===== src/common/bac_pkg.sv =====
package bac_pkg;
	// channel count and datapath widths
	localparam int NCH = 4;
	localparam int VAL_W = 16;
	localparam int EXT_W = VAL_W + 2;
	localparam int SCYC_W = 5;
	localparam int WIN_W = 12;
	// register offsets on the serial port
	localparam logic [7:0] OFS_DIV = 8'h17;
	localparam logic [7:0] OFS_BAND = 8'h18;
	localparam logic [7:0] OFS_TWIST = 8'h19;
	localparam logic [7:0] OFS_GROUP = 8'h1a;
	localparam logic [7:0] OFS_SIGN = 8'h1c;
	// reset values
	localparam logic [7:0] RST_DIV = 8'h03;
	localparam logic [7:0] RST_BAND = 8'h08;
	localparam logic [7:0] RST_TWIST = 8'h00;
	localparam logic [7:0] RST_GROUP = 8'h00;
	localparam logic [7:0] RST_SIGN = 8'h0f;
	// value returned for an unmapped offset
	localparam logic [7:0] RD_NONE = 8'h00;
	// field layout
	localparam int FLD_LSB = 0;
	localparam int DIV_W = 3;
	localparam int BAND_W = 4;
	localparam int TWIST_W = 3;
	localparam int COM_LSB = 4;
	localparam int DEF_LSB = 0;
	localparam int OPOL_LSB = 4;
	localparam int DPOL_LSB = 0;
	// band and twist fields count in steps of four
	localparam logic [1:0] SCALE_PAD = 2'h0;
	// serial bus constants
	localparam logic [6:0] BUS_ADDR = 7'h2a;
	localparam logic [3:0] BITS_BYTE = 4'h8;
	localparam logic [3:0] BIT_TOP = 4'h7;
	// pins idle released while polarity is active low
	localparam logic [NCH-1:0] PIN_RST = 4'hf;

	// serial port states, gray along the usual path
	typedef enum logic [2:0] {
		ST_IDLE = 3'h0,
		ST_ADDR = 3'h1,
		ST_ACK = 3'h3,
		ST_WDATA = 3'h2,
		ST_RDATA = 3'h7,
		ST_RACK = 3'h5
	} bac_i2c_state_t;

	// configuration fields seen by the algorithm
	typedef struct packed {
		logic [DIV_W-1:0] osc_divider_sel;
		logic [BAND_W-1:0] trigger_band;
		logic [TWIST_W-1:0] twist_guard_level;
		logic [NCH-1:0] common_group_member;
		logic [NCH-1:0] deform_group_member;
		logic [NCH-1:0] output_pin_polarity;
		logic [NCH-1:0] data_sign_select;
	} bac_cfg_t;
endpackage


===== src/logic/bac_sync.sv =====
`timescale 1ns/10ps
module bac_sync import bac_pkg::*; #(
	parameter int W = 2,
	parameter logic [W-1:0] RST = '1
) (
	// clock and reset
	input wire logic i_clk,
	input wire logic i_reset,
	// raw and settled levels
	input wire logic [W-1:0] i_d,
	output logic [W-1:0] o_q
);
	// two stage chain state
	typedef struct packed {
		logic [W-1:0] meta;
		logic [W-1:0] stab;
	} bac_sync_t;

	bac_sync_t st_r;
	bac_sync_t st_nxt;

	// first stage feeds only the second
	always_comb begin
		st_nxt.meta = i_d;
		st_nxt.stab = st_r.meta;
	end

	// register the chain
	always_ff @(posedge i_clk) begin
		if (i_reset) begin
			st_r <= '{meta: RST, stab: RST};
		end else begin
			st_r <= st_nxt;
		end
	end

	assign o_q = st_r.stab;
endmodule


===== src/logic/bac_btn_eval.sv =====
`timescale 1ns/10ps
module bac_btn_eval import bac_pkg::*; (
	// clock and reset
	input wire logic i_clk,
	input wire logic i_reset,
	// configuration
	input wire bac_cfg_t i_cfg,
	// processed samples
	input wire logic i_valid,
	input wire logic [NCH-1:0][VAL_W-1:0] i_value,
	input wire logic [VAL_W-1:0] i_threshold,
	// results
	output logic [NCH-1:0] o_pin,
	output logic o_twist_void
);
	// evaluator state
	typedef struct packed {
		logic [NCH-1:0] pressed;
		logic [NCH-1:0] pin;
		logic void_f;
	} bac_eval_t;

	bac_eval_t st_r;
	bac_eval_t st_nxt;
	logic signed [EXT_W-1:0] press_lvl; // trigger level
	logic signed [EXT_W-1:0] hold_lvl; // release level below trigger
	logic signed [EXT_W-1:0] tw_lim; // twist threshold
	logic twist_on; // twist check enabled
	logic [NCH-1:0] neg_trip; // channel too negative
	logic [NCH-1:0] press_ok; // at or above trigger
	logic [NCH-1:0] hold_ok; // still inside band

	// hysteresis is four times the band field
	assign press_lvl = EXT_W'(signed'(i_threshold));
	assign hold_lvl = press_lvl - EXT_W'({i_cfg.trigger_band, SCALE_PAD});
	// twist threshold is four times its field
	assign tw_lim = EXT_W'({i_cfg.twist_guard_level, SCALE_PAD});
	// a zero field turns the twist check off
	assign twist_on = |i_cfg.twist_guard_level;

	// per channel sign select and level compares
	for (genvar c = 0; c < NCH; c++) begin : g_ch
		logic signed [EXT_W-1:0] v;
		// a clear sign select bit negates the processed value
		assign v = i_cfg.data_sign_select[c] ? EXT_W'(signed'(i_value[c]))
			: -EXT_W'(signed'(i_value[c]));
		// every channel is checked, no subset
		assign neg_trip[c] = v < -tw_lim;
		assign press_ok[c] = v >= press_lvl;
		assign hold_ok[c] = v >= hold_lvl;
	end

	// press, release and twist voiding
	always_comb begin
		st_nxt = st_r;
		if (i_valid) begin
			// one channel below minus the twist threshold voids all buttons
			st_nxt.void_f = twist_on && (|neg_trip);
			if (st_nxt.void_f) begin
				st_nxt.pressed = '0;
			end else begin
				st_nxt.pressed = (st_r.pressed & hold_ok) | press_ok;
			end
		end
		// pin level from output polarity
		st_nxt.pin = ~(st_nxt.pressed ^ i_cfg.output_pin_polarity);
	end

	// register state
	always_ff @(posedge i_clk) begin
		if (i_reset) begin
			st_r <= '{pressed: '0, pin: PIN_RST, void_f: 1'b0};
		end else begin
			st_r <= st_nxt;
		end
	end

	assign o_pin = st_r.pin;
	assign o_twist_void = st_r.void_f;

	twist_off_a: assert property (
		@(posedge i_clk) disable iff (i_reset)
		(i_valid && i_cfg.twist_guard_level == '0) |=> !o_twist_void
	) else $error("twist void with check disabled");

	twist_void_a: assert property (
		@(posedge i_clk) disable iff (i_reset)
		(i_valid && twist_on && neg_trip != '0) |=>
			(st_r.pressed == '0 && o_pin == ~$past(i_cfg.output_pin_polarity))
	) else $error("twist trip did not release all buttons");

	band_release_a: assert property (
		@(posedge i_clk) disable iff (i_reset)
		(i_valid && !hold_ok[0] && !press_ok[0]) |=> !st_r.pressed[0]
	) else $error("button held below hysteresis band");
endmodule


===== src/logic/bac_cfg_top.sv =====
`timescale 1ns/10ps
module bac_cfg_top import bac_pkg::*; (
	// clock and reset
	input wire logic i_clk,
	input wire logic i_reset,
	// serial register port
	input wire logic i_scl,
	input wire logic i_sda,
	output logic o_sda,
	output logic o_sda_oe,
	// algorithm inputs
	input wire logic [NCH-1:0][SCYC_W-1:0] i_sensor_cycle_count,
	input wire logic i_value_valid,
	input wire logic [NCH-1:0][VAL_W-1:0] i_button_value,
	input wire logic [VAL_W-1:0] i_trigger_threshold,
	// configuration and results
	output bac_cfg_t o_cfg,
	output logic [NCH-1:0][WIN_W-1:0] o_sample_window,
	output logic [NCH-1:0] o_button_output_pin,
	output logic o_twist_void
);
	// whole block state
	typedef struct packed {
		bac_i2c_state_t fsm;
		logic [3:0] bitcnt;
		logic [7:0] shift;
		logic [7:0] ptr;
		logic rw;
		logic ptr_set;
		logic scl_q;
		logic sda_q;
		logic sda_o;
		logic sda_oe;
		logic [7:0] r_div;
		logic [7:0] r_band;
		logic [7:0] r_twist;
		logic [7:0] r_group;
		logic [7:0] r_sign;
		logic [NCH-1:0][WIN_W-1:0] win;
	} bac_top_t;

	// reset image, bus lines idle high
	localparam bac_top_t TOP_RST = '{
		fsm: ST_IDLE,
		scl_q: 1'b1,
		sda_q: 1'b1,
		r_div: RST_DIV,
		r_band: RST_BAND,
		r_twist: RST_TWIST,
		r_group: RST_GROUP,
		r_sign: RST_SIGN,
		default: '0
	};

	bac_top_t st_r;
	bac_top_t st_nxt;
	logic [1:0] bus_s; // settled scl and sda
	logic scl_s; // settled clock line
	logic sda_s; // settled data line
	logic scl_rise; // clock rising edge
	logic scl_fall; // clock falling edge
	logic bus_start; // start condition
	logic bus_stop; // stop condition
	logic wr_hit; // register write this cycle
	logic [NCH-1:0][WIN_W-1:0] win_w; // window per channel

	// read mux; unmapped offsets read as zero
	function automatic logic [7:0] rd_byte(input logic [7:0] a, input bac_top_t s);
		logic [7:0] d;
		d = RD_NONE;
		unique case (a)
			OFS_DIV: d = s.r_div;
			OFS_BAND: d = s.r_band;
			OFS_TWIST: d = s.r_twist;
			OFS_GROUP: d = s.r_group;
			OFS_SIGN: d = s.r_sign;
			default: d = RD_NONE;
		endcase
		return d;
	endfunction

	// pins pass two flops before any use
	bac_sync #(
		.W(2),
		.RST(2'h3)
	) u_sync (
		.i_clk(i_clk),
		.i_reset(i_reset),
		.i_d({i_scl, i_sda}),
		.o_q(bus_s)
	);

	assign scl_s = bus_s[1];
	assign sda_s = bus_s[0];
	// edges and bus conditions from settled lines
	assign scl_rise = scl_s && !st_r.scl_q;
	assign scl_fall = !scl_s && st_r.scl_q;
	assign bus_start = scl_s && st_r.scl_q && st_r.sda_q && !sda_s;
	assign bus_stop = scl_s && st_r.scl_q && !st_r.sda_q && sda_s;

	// window length: cycle count scaled by divider
	for (genvar c = 0; c < NCH; c++) begin : g_win
		assign win_w[c] = WIN_W'(i_sensor_cycle_count[c])
			<< st_r.r_div[FLD_LSB +: DIV_W];
	end

	// serial protocol and register writes
	always_comb begin
		st_nxt = st_r;
		wr_hit = 1'b0;
		st_nxt.scl_q = scl_s;
		st_nxt.sda_q = sda_s;
		st_nxt.win = win_w;
		st_nxt.sda_o = 1'b0;
		if (bus_start) begin
			// start or repeated start
			st_nxt.fsm = ST_ADDR;
			st_nxt.bitcnt = '0;
			st_nxt.ptr_set = 1'b0;
			st_nxt.sda_oe = 1'b0;
		end else if (bus_stop) begin
			// stop ends any transfer
			st_nxt.fsm = ST_IDLE;
			st_nxt.sda_oe = 1'b0;
		end else begin
			unique case (st_r.fsm)
				ST_IDLE: begin
					st_nxt.sda_oe = 1'b0;
				end
				ST_ADDR, ST_WDATA: begin
					if (scl_rise && st_r.bitcnt != BITS_BYTE) begin
						// shift in msb first
						st_nxt.shift = {st_r.shift[6:0], sda_s};
						st_nxt.bitcnt = st_r.bitcnt + 4'h1;
					end else if (scl_fall && st_r.bitcnt == BITS_BYTE) begin
						st_nxt.bitcnt = '0;
						if (st_r.fsm == ST_ADDR) begin
							if (st_r.shift[7:1] == BUS_ADDR) begin
								// our address: acknowledge
								st_nxt.rw = st_r.shift[0];
								st_nxt.fsm = ST_ACK;
								st_nxt.sda_oe = 1'b1;
								st_nxt.shift = rd_byte(st_r.ptr, st_r);
							end else begin
								// other device: ignore until start
								st_nxt.fsm = ST_IDLE;
							end
						end else if (!st_r.ptr_set) begin
							// first byte selects the register
							st_nxt.ptr = st_r.shift;
							st_nxt.ptr_set = 1'b1;
							st_nxt.fsm = ST_ACK;
							st_nxt.sda_oe = 1'b1;
						end else begin
							// later bytes write and advance
							wr_hit = 1'b1;
							unique case (st_r.ptr)
								OFS_DIV: st_nxt.r_div = st_r.shift;
								OFS_BAND: st_nxt.r_band = st_r.shift;
								OFS_TWIST: st_nxt.r_twist = st_r.shift;
								OFS_GROUP: st_nxt.r_group = st_r.shift;
								OFS_SIGN: st_nxt.r_sign = st_r.shift;
								default: st_nxt.ptr_set = 1'b1;
							endcase
							st_nxt.ptr = st_r.ptr + 8'h01;
							st_nxt.fsm = ST_ACK;
							st_nxt.sda_oe = 1'b1;
						end
					end
				end
				ST_ACK: begin
					if (scl_fall) begin
						// release ack, go on in direction asked
						if (st_r.rw) begin
							st_nxt.fsm = ST_RDATA;
							st_nxt.sda_oe = ~st_r.shift[7];
						end else begin
							st_nxt.fsm = ST_WDATA;
							st_nxt.sda_oe = 1'b0;
						end
					end
				end
				ST_RDATA: begin
					if (scl_rise) begin
						st_nxt.bitcnt = st_r.bitcnt + 4'h1;
					end else if (scl_fall) begin
						if (st_r.bitcnt == BITS_BYTE) begin
							// byte sent, let master answer
							st_nxt.sda_oe = 1'b0;
							st_nxt.fsm = ST_RACK;
						end else begin
							// drive next bit, low only
							st_nxt.sda_oe = ~st_r.shift[3'(BIT_TOP - st_r.bitcnt)];
						end
					end
				end
				ST_RACK: begin
					if (scl_rise) begin
						if (sda_s) begin
							// not acknowledged: stop sending
							st_nxt.fsm = ST_IDLE;
						end else begin
							// acknowledged: fetch next register
							st_nxt.ptr = st_r.ptr + 8'h01;
							st_nxt.shift = rd_byte(st_r.ptr + 8'h01, st_r);
							st_nxt.bitcnt = '0;
						end
					end else if (scl_fall) begin
						st_nxt.fsm = ST_RDATA;
						st_nxt.sda_oe = ~st_r.shift[7];
					end
				end
				default: begin
					// illegal code recovers to idle
					st_nxt.fsm = ST_IDLE;
					st_nxt.sda_oe = 1'b0;
				end
			endcase
		end
	end

	// register the whole state
	always_ff @(posedge i_clk) begin
		if (i_reset) begin
			st_r <= TOP_RST;
		end else begin
			st_r <= st_nxt;
		end
	end

	// button evaluation from current fields
	bac_btn_eval u_eval (
		.i_clk(i_clk),
		.i_reset(i_reset),
		.i_cfg(o_cfg),
		.i_valid(i_value_valid),
		.i_value(i_button_value),
		.i_threshold(i_trigger_threshold),
		.o_pin(o_button_output_pin),
		.o_twist_void(o_twist_void)
	);

	// fields straight off the registers
	assign o_cfg.osc_divider_sel = st_r.r_div[FLD_LSB +: DIV_W];
	assign o_cfg.trigger_band = st_r.r_band[FLD_LSB +: BAND_W];
	assign o_cfg.twist_guard_level = st_r.r_twist[FLD_LSB +: TWIST_W];
	assign o_cfg.common_group_member = st_r.r_group[COM_LSB +: NCH];
	assign o_cfg.deform_group_member = st_r.r_group[DEF_LSB +: NCH];
	assign o_cfg.output_pin_polarity = st_r.r_sign[OPOL_LSB +: NCH];
	assign o_cfg.data_sign_select = st_r.r_sign[DPOL_LSB +: NCH];
	assign o_sample_window = st_r.win;
	assign o_sda = st_r.sda_o;
	assign o_sda_oe = st_r.sda_oe;

	reset_vals_a: assert property (
		@(posedge i_clk) disable iff (i_reset)
		$past(i_reset) |-> (st_r.r_div == RST_DIV && st_r.r_band == RST_BAND
			&& st_r.r_twist == RST_TWIST && st_r.r_group == RST_GROUP
			&& st_r.r_sign == RST_SIGN && !o_sda_oe)
	) else $error("register not at reset value");

	window_len_a: assert property (
		@(posedge i_clk) disable iff (i_reset)
		!$past(i_reset) |-> o_sample_window[0] ==
			(WIN_W'($past(i_sensor_cycle_count[0])) << $past(o_cfg.osc_divider_sel))
	) else $error("sampling window mismatch");

	group_wr_a: assert property (
		@(posedge i_clk) disable iff (i_reset)
		(wr_hit && st_r.ptr == OFS_GROUP) |=>
			(o_cfg.common_group_member == $past(st_r.shift[7:4])
			&& o_cfg.deform_group_member == $past(st_r.shift[3:0]))
	) else $error("group masks not written");

	sign_wr_a: assert property (
		@(posedge i_clk) disable iff (i_reset)
		(wr_hit && st_r.ptr == OFS_SIGN) |=>
			(o_cfg.output_pin_polarity == $past(st_r.shift[7:4])
			&& o_cfg.data_sign_select == $past(st_r.shift[3:0]))
	) else $error("sign register not written");

	addr_ack_a: assert property (
		@(posedge i_clk) disable iff (i_reset)
		(st_r.fsm == ST_ADDR && scl_fall && !bus_start && !bus_stop
			&& st_r.bitcnt == BITS_BYTE && st_r.shift[7:1] == BUS_ADDR)
			|=> (o_sda_oe && st_r.fsm == ST_ACK)
	) else $error("own address not acknowledged");
endmodule


===== config.mk =====
export PLATFORM = sky130hd
export DESIGN_NAME = bac_cfg_top
export DESIGN_NICKNAME = d
export VERILOG_FILES = /design/src/common/bac_pkg.sv /design/src/logic/bac_sync.sv /design/src/logic/bac_btn_eval.sv /design/src/logic/bac_cfg_top.sv
export SDC_FILE = /design/constraint.sdc
export NUM_CORES = 1
export LEC_CHECK = 0
export BUFFER_PORTS_ARGS = -buffer_cell sky130_fd_sc_hd__buf_4
export CAP_MARGIN = 20
export CORE_MARGIN = 3
export CORE_UTILIZATION = 42
export CTS_BUF_LIST = sky130_fd_sc_hd__clkbuf_4
export DETAILED_ROUTE_END_ITERATION = 7
export GPL_ROUTABILITY_DRIVEN = 0
export SETUP_SLACK_MARGIN = 0.05
export SYNTH_ARGS = -nofsm -noshare
export SYNTH_HDL_FRONTEND = slang
export SYNTH_HIERARCHICAL = 1
export SYNTH_SLANG_ARGS = --single-unit

===== constraint.sdc =====
create_clock -name i_clk -period 6.37 [get_ports i_clk]
set_input_delay 0.9555 -clock i_clk [delete_from_list [all_inputs] [get_ports i_clk]]
set_output_delay 0.9555 -clock i_clk [all_outputs]
set_load 0.02 [all_outputs]

==> flow_metrics.py, run 1 <==
metrics = {
    "grt": {
        "grt_max_degree": 77,
        "grt_pass1_wl_mm": 65.2,
        "gr-usage-all-layers": 0.240,
        "grt_overflow": 0,
        "antenna_found_initial": 1,
        "grt_pass1_vias": 12000,
    },
    "logic_synthesis": {
        "avgSynthCellArea_um2": 8.03,
        "synth_cells": 1680,
        "synthMuxAreaShare": 0.0477,
        "synth_area_leaders": "ha_1, dfxtp_1, a21oi_1",
        "ys_warn_count": 6,
        "synth.top_cell.area_share": 0.197,
        "syn_area_um2": 13500,
        "synth_edf_count": 0,
        "synth_adder_area_share": 0.199,
        "ys_types": 103,
        "yosys.area_share.simple": 0.219,
        "ys_seq_area_frac": 0.191,
        "synth_top_area_cell": "ha_1",
        "synthFlopType": "dfxtp_1",
        "synth_nets": 1998,
        "synth_seq_cells": 129,
        "synth_top_family_by_area": "simple AND/OR/NAND/NOR gates",
        "synth_xor_area_frac": 0.0501,
        "synth-compound-area-share": 0.205,
        "synth-async-reset-ratio": 0,
    },
    "cts": {
        "hold_buffers": 0,
        "cts_resized": 0,
        "cts.clk_slew.worst_paths_ps": 160,
        "clockRootBuffer": "clkbuf_4",
        "cts_buffer_depth": 2,
        "cts.sinks": 129,
        "cts_buffers": 17,
        "htreeDepth": 4,
        "insertion_delay_ps": 560,
        "tritoncts": "built",
        "cts_setup_buffers": 0,
    },
    "power": {
        "power_mw": 2.00,
        "vdd_ir_drop_max_mv": 0.0962,
        "leakagePower_nw": 6.44,
        "p_per_area_nw_per_um2": 135,
    },
    "job": {
        "cap_violations": 0,
    },
    "sta": {
        "drv_slew": 0,
        "fmax_mhz": 199,
        "finalSetupViolCount": 0,
        "min_period_ps": 5010,
        "max_slew_margin": 0.332,
        "hold_slack_ps": 422,
        "rsz0062_at_grt": "false",
        "setup_ws_ps": 1360,
        "final_hold_viol_count": 0,
        "clock_skew_ps": 37.4,
        "worst_pin_slew_ps": 1000,
        "tns_ps": 0,
        "period_share": 0.787,
    },
    "outcome": {
        "violations": "design-rule violations",
        "status": "finished with violations",
    },
    "final_layout": {
        "layout-drive-gt1-share": 0.169,
        "fillers": 3054,
        "nNetsFinal": 2058,
        "syn2layout_area_growth_pct": 10.1,
    },
    "die": {
        "start_util": 0.433,
        "rows": 64,
        "die_y_um": 185,
        "core_um2": 31100,
        "dieArea_um2": 34300,
        "ioPinCount": 186,
        "chipWidth_um": 185,
    },
    "worst_setup_path": {
        "critical_path.max_fanout": 8,
        "endpoint_kind": "register",
        "reg2reg_slack_ps": 1520,
        "setup.worst_path.class": "in -> reg",
        "worst_ep_required_time_ps": 6810,
        "critPathLaunchType": "input port",
        "critPathArrivalTime_ps": 5450,
    },
    "routing": {
        "vias": 12700,
        "drt_iter0_markers": 984,
        "antenna_left": 0,
        "firstDrtPassIters": 8,
        "wire_per_inst_um": 19.9,
        "drc": 9,
        "drt-vias-per-instance": 5.90,
        "wl_mm": 42.8,
    },
    "place": {
        "numPortBuffers": 184,
        "dpl.hpwl_mm": 33.3,
        "dp_slack_ps": 833,
    },
    "worst_hold_path": {
        "hold_path.class": "reg -> reg",
    },
}
## final cells by class
| cell class | instances | area [µm²] | area share |
|---|---|---|---|
| inverters | 67 | 251 | 0.0169 |
| well taps | 396 | 495 | 0.0334 |
| flip-flops and latches | 129 | 2580 | 0.174 |
| multi-input cells | 1328 | 9720 | 0.655 |
| clock buffers | 17 | 128 | 0.00859 |
| repair buffers | 197 | 1480 | 0.0996 |
| clock inverters | 15 | 190 | 0.0128 |
| diodes | 1 | 2.50 | 0.000168 |
## layout by cell type (no fill, tap or decap), types with 16 or more instances in the layout
master and count:
ha_1 212, buf_4 197, nor2_1 167, a21oi_1 134
dfxtp_1 129, nand2_1 110, inv_1 67, nand3_1 62
o21ai_0 56, xor2_1 48, nor3_1 44, mux2i_1 35
a31oi_1 29, a21o_1 27, xnor2_1 26, nor2b_1 24
mux2_2 22, nand2b_1 20, nand4_1 19, clkbuf_4 17
a222oi_1 16, o211ai_1 16
## synthesized netlist by cell type, types with 22 or more instances
cell      count
clkbuf_1     48
a21o_1       27
a31oi_1      29
a21oi_1     134
xnor2_1      26
buf_4        85
nor2_1      167
nand3_1      62
dfxtp_1     129
nor3_1       45
o21ai_0      56
xor2_1       48
mux2_2       22
nand2_1     110
mux2i_1      35
ha_1        212
nor2b_1      24
inv_1        67
## registers in the layout, indices dropped and copies added (netlist names)
signal               count
o_sample_window         48
st_r                    41
o_sda_oe                 1
u_eval/st_r              4
u_sync/o_q               2
u_sync/st_nxt            2
u_eval/o_twist_void      1
o_cfg                   26
u_eval/o_pin             4
## kinds of logic after synthesis
| family | after synthesis |
|---|---|
| AND/OR/NAND/NOR | 568 |
| AO/OA/AOI/OAI | 411 |
| buffers and inverters | 223 |
| adder cells (fa/ha/maj) | 214 |
| flip-flops | 129 |
| XOR/XNOR | 75 |
| multiplexers | 59 |
| other | 1 |
## through the flow
stage / cells / instance area, µm² / util
floorplan: 1680 / 13500 / -
global placement: 2117 / 14500 / 0.467
detailed placement: 2117 / 14500 / 0.467
CTS: 2149 / 14800 / 0.477
global route: 2150 / 14900 / 0.477
finish: 2150 / 14900 / 0.477
## power breakdown
part | internal [mW] | switching [mW]
clock | 0.220 | 0.398
sequential | 0.826 | 0.0270
combinational | 0.226 | 0.303
## worst max-delay path, stage by stage
cell	delay, ps
buf_4	110
inv_1	150
ha_1	200
inv_1	50
fa_1	390
a21o_2	260
a21oi_1	300
nand2_1	150
nor3_1	290
a21oi_1	330
ha_1	410
or3b_2	460
a211o_1	310
o221a_2	290
and2_1	170
a22oi_1	140
nand3_1	160
nor3b_1	260
a311oi_1	70
## worst paths after layout
kind,to,cells after the start,startpoint
hold reg to reg,u_sync/o_q[0],1,u_sync/st_nxt[0]
setup / recovery,u_eval/o_pin[1],19,i_trigger_threshold[2]
hold / removal,u_sync/o_q[0],1,u_sync/st_nxt[0]
setup reg to reg,u_eval/o_pin[1],17,o_cfg[19]
## routing by layer
layer | up-vias | track usage | part of all wire
met1 | 5999 | 0.304 | 0.43
met4 | 0 | 0.0858 | 0.033
met5 | - | 0 | 0
met2 | 371 | 0.425 | 0.49
met3 | 81 | 0.0220 | 0.044
li1 | 6228 | - | -
(Power assumes the default switching activity.)
==> inputs of run 2 (changes only) <==
==> constraint.sdc (replaced) <==
create_clock -name i_clk -period 5 [get_ports i_clk]
set_input_delay 0.75 -clock i_clk [delete_from_list [all_inputs] [get_ports i_clk]]
set_output_delay 0.75 -clock i_clk [all_outputs]
set_load 0.02 [all_outputs]
==> run 2 against run 1 <==
  * The run now ends clean
  * Sequential share of layout area down 0.12 points
  * Sequential cell count stayed put
  * Critical endpoint unchanged
  * Worst hold slack worse by 39 ps
  * Clock-buffer cell count unchanged
==> flow_metrics.py, run 2 (synthesis results as in run 1) <==
metrics = {
    "cts": {
        "cts.sinks": 129,
        "insertion_delay_ps": 550,
        "cts_resized": 0,
        "clockRootBuffer": "clkbuf_4",
        "tritoncts": "built",
        "cts.clk_slew.worst_paths_ps": 150,
        "cts_setup_buffers": 0,
        "cts_buffer_depth": 2,
        "cts_buffers": 17,
        "htreeDepth": 4,
        "hold_buffers": 0,
    },
    "sta": {
        "final_hold_viol_count": 0,
        "max_slew_margin": 0.328,
        "period_share": 0.922,
        "worst_pin_slew_ps": 1010,
        "fmax_mhz": 217,
        "drv_slew": 0,
        "finalSetupViolCount": 0,
        "tns_ps": 0,
        "min_period_ps": 4610,
        "clock_skew_ps": 35.7,
        "rsz0062_at_grt": "false",
        "setup_ws_ps": 389,
    },
    "final_layout": {
        "largest_reg_flops": 48,
        "layout_commonest_cell": "ha_1",
        "fin_util": 0.480,
        "layout-drive-gt1-share": 0.175,
        "design_area_um2": 15000,
        "syn2layout_area_growth_pct": 10.9,
        "mostFrequentLayoutCells": "ha_1, buf_4, nor2_1",
        "fin_cells": 2162,
        "nNetsFinal": 2070,
    },
    "worst_hold_path": {
        "min_delay_path_depth": 2,
        "worstHoldEndpoint": "u_sync/st_nxt[0]",
        "hold_path.startpoint": "i_sda",
        "hold_path.class": "in -> reg",
    },
    "worst_setup_path": {
        "reg2reg_slack_ps": 390,
        "reg2reg_depth": 17,
        "critPathArrivalTime_ps": 5040,
        "critPathMaxStageDelay_ps": 540,
        "setup.worst_path.class": "reg -> reg",
        "critical_path.slowest_cell": "dfxtp_1",
        "path_cells": "ha_1 -> inv_1 -> fa_1 -> a21o_2 -> a21oi_1 -> nand2_1 -> nor3_1 -> a21oi_1 -> ha_1 -> or3b_2 -> a211o_1 -> o221a_2 -> and2_1 -> a22oi_1 -> nand3_1 -> nor3b_1 -> a311oi_1",
        "reg2reg_from": "o_cfg[19]",
        "worst_ep_required_time_ps": 5430,
        "r2r-end": "u_eval/o_pin[1]",
        "endpoint_kind": "register",
        "critical_path.max_fanout": 5,
        "critPathLaunchType": "register",
    },
    "grt": {
        "antenna_found_initial": 1,
        "grt_pass1_wl_mm": 66.7,
        "grt_overflow": 0,
        "gr-usage-all-layers": 0.246,
        "grt_max_degree": 93,
        "grt_pass1_vias": 12300,
    },
    "die": {
        "start_util": 0.433,
        "core_um2": 31100,
        "rows": 64,
        "dieArea_um2": 34300,
        "chipWidth_um": 185,
        "ioPinCount": 186,
        "die_y_um": 185,
    },
    "place": {
        "dpl.hpwl_mm": 33.7,
        "place_area_um2": 14600,
        "dp_slack_ps": 112,
        "numPortBuffers": 184,
        "place_inst": 2128,
    },
    "routing": {
        "drt-vias-per-instance": 5.93,
        "antenna_left": 0,
        "wire_per_inst_um": 20.1,
        "drt_iter0_markers": 1083,
        "wl_mm": 43.4,
        "vias": 12800,
        "drc": 0,
        "firstDrtPassIters": 7,
    },
    "outcome": {
        "status": "finished, final reports clean",
    },
    "power": {
        "leakagePower_nw": 6.52,
        "p_per_area_nw_per_um2": 172,
        "vdd_ir_drop_max_mv": 0.151,
    },
    "job": {
        "cap_violations": 0,
    },
}
==> run 2: per-layer routing <==
| metal | global-route usage | up-vias | share of wire |
|---|---|---|---|
| met1 | 0.308 | 6064 | 0.43 |
| met3 | 0.0293 | 91 | 0.044 |
| met2 | 0.428 | 409 | 0.49 |
| met4 | 0.0993 | 0 | 0.039 |
| met5 | 0 | - | 0 |
| li1 | - | 6254 | - |
==> run 2: worst max-delay path: cells and delay by family, from the launching register on <==
family / cells / cell delay, ps
AOI/OAI and AO/OA: 7 / 1440
adders and majority gates: 3 / 950
buffers and inverters: 1 / 60
DFF: 1 / 540
and+or+nand+nor: 6 / 1500
==> run 2: final cells by class <==
class	instances	area, µm²
timing repair buffer	209	1590
fill	3093	16200
clock inverter	15	186
antenna	1	2.50
clock buffer	17	128
inverter	67	251
multi-input combinational	1328	9720
tap	396	495
sequential	129	2580
==> run 2: worst max path at each step <==
stage                           startpoint               to  slack [ps]  cells past startpoint
floorplan           i_trigger_threshold[2]  u_eval/o_pin[1]         310                     18
global placement    i_trigger_threshold[2]   u_eval/st_r[6]         210                     19
detailed placement  i_trigger_threshold[2]  u_eval/o_pin[1]         110                     19
CTS                              o_cfg[19]  u_eval/o_pin[1]         470                     17
global route                     o_cfg[19]  u_eval/o_pin[0]         210                     16
finish                           o_cfg[19]  u_eval/o_pin[1]         390                     17
==> run 2: per-stage QoR <==
step           total power, mW  hold WS (ps)
5_1_grt                   2.72           326
3_3_place_gp              1.76           385
2_1_floorplan             1.53           383
6_report                  2.57           383
4_1_cts                   2.59           321
3_5_place_dp              1.78           388
==> run 2: report_power, final <==
group / leakage [nW] / total, mW / switching, mW / internal [mW]
Sequential: 1.05 / 1.09 / 0.0349 / 1.05
Clock: 0.166 / 0.795 / 0.513 / 0.282
Combinational: 5.30 / 0.687 / 0.390 / 0.297
==> inputs of run 3 (changes only) <==
--- a/config.mk
+++ b/config.mk
@@ -5,9 +5,9 @@
 export SDC_FILE = /design/constraint.sdc
 export NUM_CORES = 1
 export LEC_CHECK = 0
+export ABC_AREA = 1
 export BUFFER_PORTS_ARGS = -buffer_cell sky130_fd_sc_hd__buf_4
 export CAP_MARGIN = 20
-export CORE_MARGIN = 3
 export CORE_UTILIZATION = 42
 export CTS_BUF_LIST = sky130_fd_sc_hd__clkbuf_4
 export DETAILED_ROUTE_END_ITERATION = 7
==> run 3 against run 2 <==
  * Maximum frequency up 11%
  * Register-to-register slack improved by 450 ps
  * Combinational power grew 24%
  * First-iteration DRC count decreased by 0.37%
  * Sequential power is essentially flat
  * Sequential share of layout area shrank 0.27 points
  * Routed wire length fell by 2.3%
  * Clock skew down 3.7 ps
  * Core utilization down 0.22 points
  * Cell area increased by 1.6%
  * Critical endpoint unchanged
  * Largest power group unchanged
==> flow_metrics.py, run 3 <==
metrics = {
    "routing": {
        "vias": 13800,
        "wire_per_inst_um": 16.5,
        "firstDrtPassIters": 7,
        "drt_iter0_markers": 1079,
        "antenna_left": 0,
        "drt-vias-per-instance": 5.35,
        "drc": 0,
        "wl_mm": 42.4,
    },
    "final_layout": {
        "mostFrequentLayoutCells": "nand2_1, inv_1, ha_1",
        "antenna_cells": 0,
        "syn2layout_area_growth_pct": 11.4,
        "layout-drive-gt1-share": 0.152,
        "nNetsFinal": 2441,
        "largest_reg_flops": 48,
        "fin_cells": 2571,
        "layout_commonest_cell": "nand2_1",
    },
    "worst_setup_path": {
        "critPathArrivalTime_ps": 4640,
        "reg2reg_slack_ps": 840,
        "worst_ep_required_time_ps": 5480,
        "endpoint_kind": "register",
        "critPathLaunchType": "register",
        "critical_path.max_fanout": 20,
        "setup.worst_path.class": "reg -> reg",
    },
    "sta": {
        "rsz0062_at_grt": "false",
        "max_slew_margin": 0.312,
        "clock_skew_ps": 32.1,
        "setup_ws_ps": 838,
        "hold_slack_ps": 352,
        "tns_ps": 0,
        "final_hold_viol_count": 0,
        "finalSetupViolCount": 0,
        "period_share": 0.832,
        "worst_pin_slew_ps": 1030,
        "fmax_mhz": 240,
        "min_period_ps": 4160,
        "drv_slew": 0,
    },
    "die": {
        "rows": 65,
        "core_um2": 31800,
        "die_y_um": 182,
        "ioPinCount": 186,
        "start_util": 0.429,
        "chipWidth_um": 182,
        "dieArea_um2": 33200,
    },
    "logic_synthesis": {
        "synth_edf_count": 0,
        "ys_warn_count": 6,
        "synth_nets": 2348,
        "synth-async-reset-ratio": 0,
        "synth_cells": 2030,
        "synthFlopType": "dfxtp_1",
        "avgSynthCellArea_um2": 6.72,
        "syn_area_um2": 13600,
        "synth.most_common_cell": "nand2_1",
        "ys_types": 51,
        "synth_area_leaders": "ha_1, dfxtp_1, nand2_1",
        "synth_seq_cells": 129,
        "synth_top_area_cell": "ha_1",
        "ys_top_cells_by_count": "nand2_1, inv_1, ha_1",
        "ys_seq_area_frac": 0.189,
        "synth.top_cell.area_share": 0.194,
    },
    "place": {
        "dpl.hpwl_mm": 34.0,
        "place_inst": 2537,
        "numPortBuffers": 184,
        "dp_slack_ps": 761,
    },
    "cts": {
        "htreeDepth": 4,
        "hold_buffers": 0,
        "cts_setup_buffers": 0,
        "tritoncts": "built",
        "cts.sinks": 129,
        "cts.clk_slew.worst_paths_ps": 150,
        "clockRootBuffer": "clkbuf_4",
        "cts_resized": 0,
        "cts_buffer_depth": 2,
        "cts_buffers": 17,
        "insertion_delay_ps": 580,
    },
    "power": {
        "power_mw": 2.69,
        "leakagePower_nw": 7.45,
        "vdd_ir_drop_max_mv": 0.121,
        "p_per_area_nw_per_um2": 177,
    },
    "worst_hold_path": {
        "hold_path.class": "in -> reg",
    },
    "grt": {
        "grt_overflow": 0,
        "grt_pass1_wl_mm": 67.4,
        "antenna_found_initial": 0,
        "gr-usage-all-layers": 0.254,
        "grt_pass1_vias": 12800,
        "grt_max_degree": 60,
    },
    "job": {
        "cap_violations": 0,
    },
    "outcome": {
        "status": "finished, final reports clean",
    },
}
==> run 3: changes by cell type in the layout (fill, tap and decap cells not counted), sizes merged, moves of 23 or more <==
| cell | delta |
|---|---|
| nand3 | +104 |
| nand2 | +311 |
| o21ai | +76 |
| inv | +174 |
| a21oi | +23 |
| nor2 | +31 |
| nor3 | -29 |
| nor2b | -24 |
| mux2i | -31 |
==> run 3: per-layer routing <==
metal,track usage,vias to the layer above,wire length [µm],share of wire
met5,0,-,0,0
met4,0.0595,0,702,0.017
met3,0.0357,45,3060,0.072
met2,0.401,511,18100,0.43
met1,0.363,6280,20500,0.48
li1,-,6930,-,-
==> run 3: metrics by stage <==
stage	instance area [µm²]	util
global placement	14900	0.468
global route	15200	0.478
CTS	15100	0.476
floorplan	13600	-
detailed placement	14900	0.468
finish	15200	0.478
==> run 3: critical path, cell delays in order (launching register included) <==
cell and delay [ps]:
dfxtp_1 430, inv_1 410, ha_1 230, ha_1 830, buf_4 300, ha_1 230, nand2_1 80, inv_1 40
nand3_1 90, inv_1 50, a21oi_1 130, nand3_1 130, xnor2_1 340, nand2_1 100, nor2_1 90, nor2_1 70
nor2_4 230, nand2_2 90, nand3_1 70, nand3_1 80
==> run 3: area by class of cell <==
type / count / area [µm²]
fillers: 3274 / 16600
inverters: 243 / 912
multi-input cells: 1534 / 9360
clock inverters: 15 / 150
repair buffers: 198 / 1530
clock buffers: 17 / 128
flip-flops and latches: 129 / 2580
well taps: 435 / 544
==> run 3: worst paths after layout <==
| path | depth (start not counted) | end | from |
|---|---|---|---|
| worst max register to register | 19 | u_eval/o_pin[1] | o_cfg[16] |
| worst min register to register | 2 | u_sync/o_q[0] | u_sync/st_nxt[0] |
| worst max-delay path | 19 | u_eval/o_pin[1] | o_cfg[16] |
| worst min-delay path | 3 | u_sync/st_nxt[1] | i_scl |
==> run 3: logic make-up (layout without fill, tap and decap cells) <==
family	count (synthesis)	count (layout)	share of synthesized area
multiplexers	4	4	0.00293
AO/OA/AOI/OAI	390	390	0.159
other	1	1	0.000275
XOR/XNOR	64	64	0.0411
AND/OR/NAND/NOR	862	862	0.285
flip-flops	129	129	0.189
adder cells (fa/ha/maj)	213	213	0.196
buffers and inverters	367	473	0.126
==> run 3: power breakdown <==
group / leakage (nW) / total [mW] / internal, mW / switching, mW
logic: 6.26 / 0.850 / 0.319 / 0.531
registers: 1.05 / 1.12 / 1.06 / 0.0521
clock network: 0.144 / 0.726 / 0.262 / 0.464
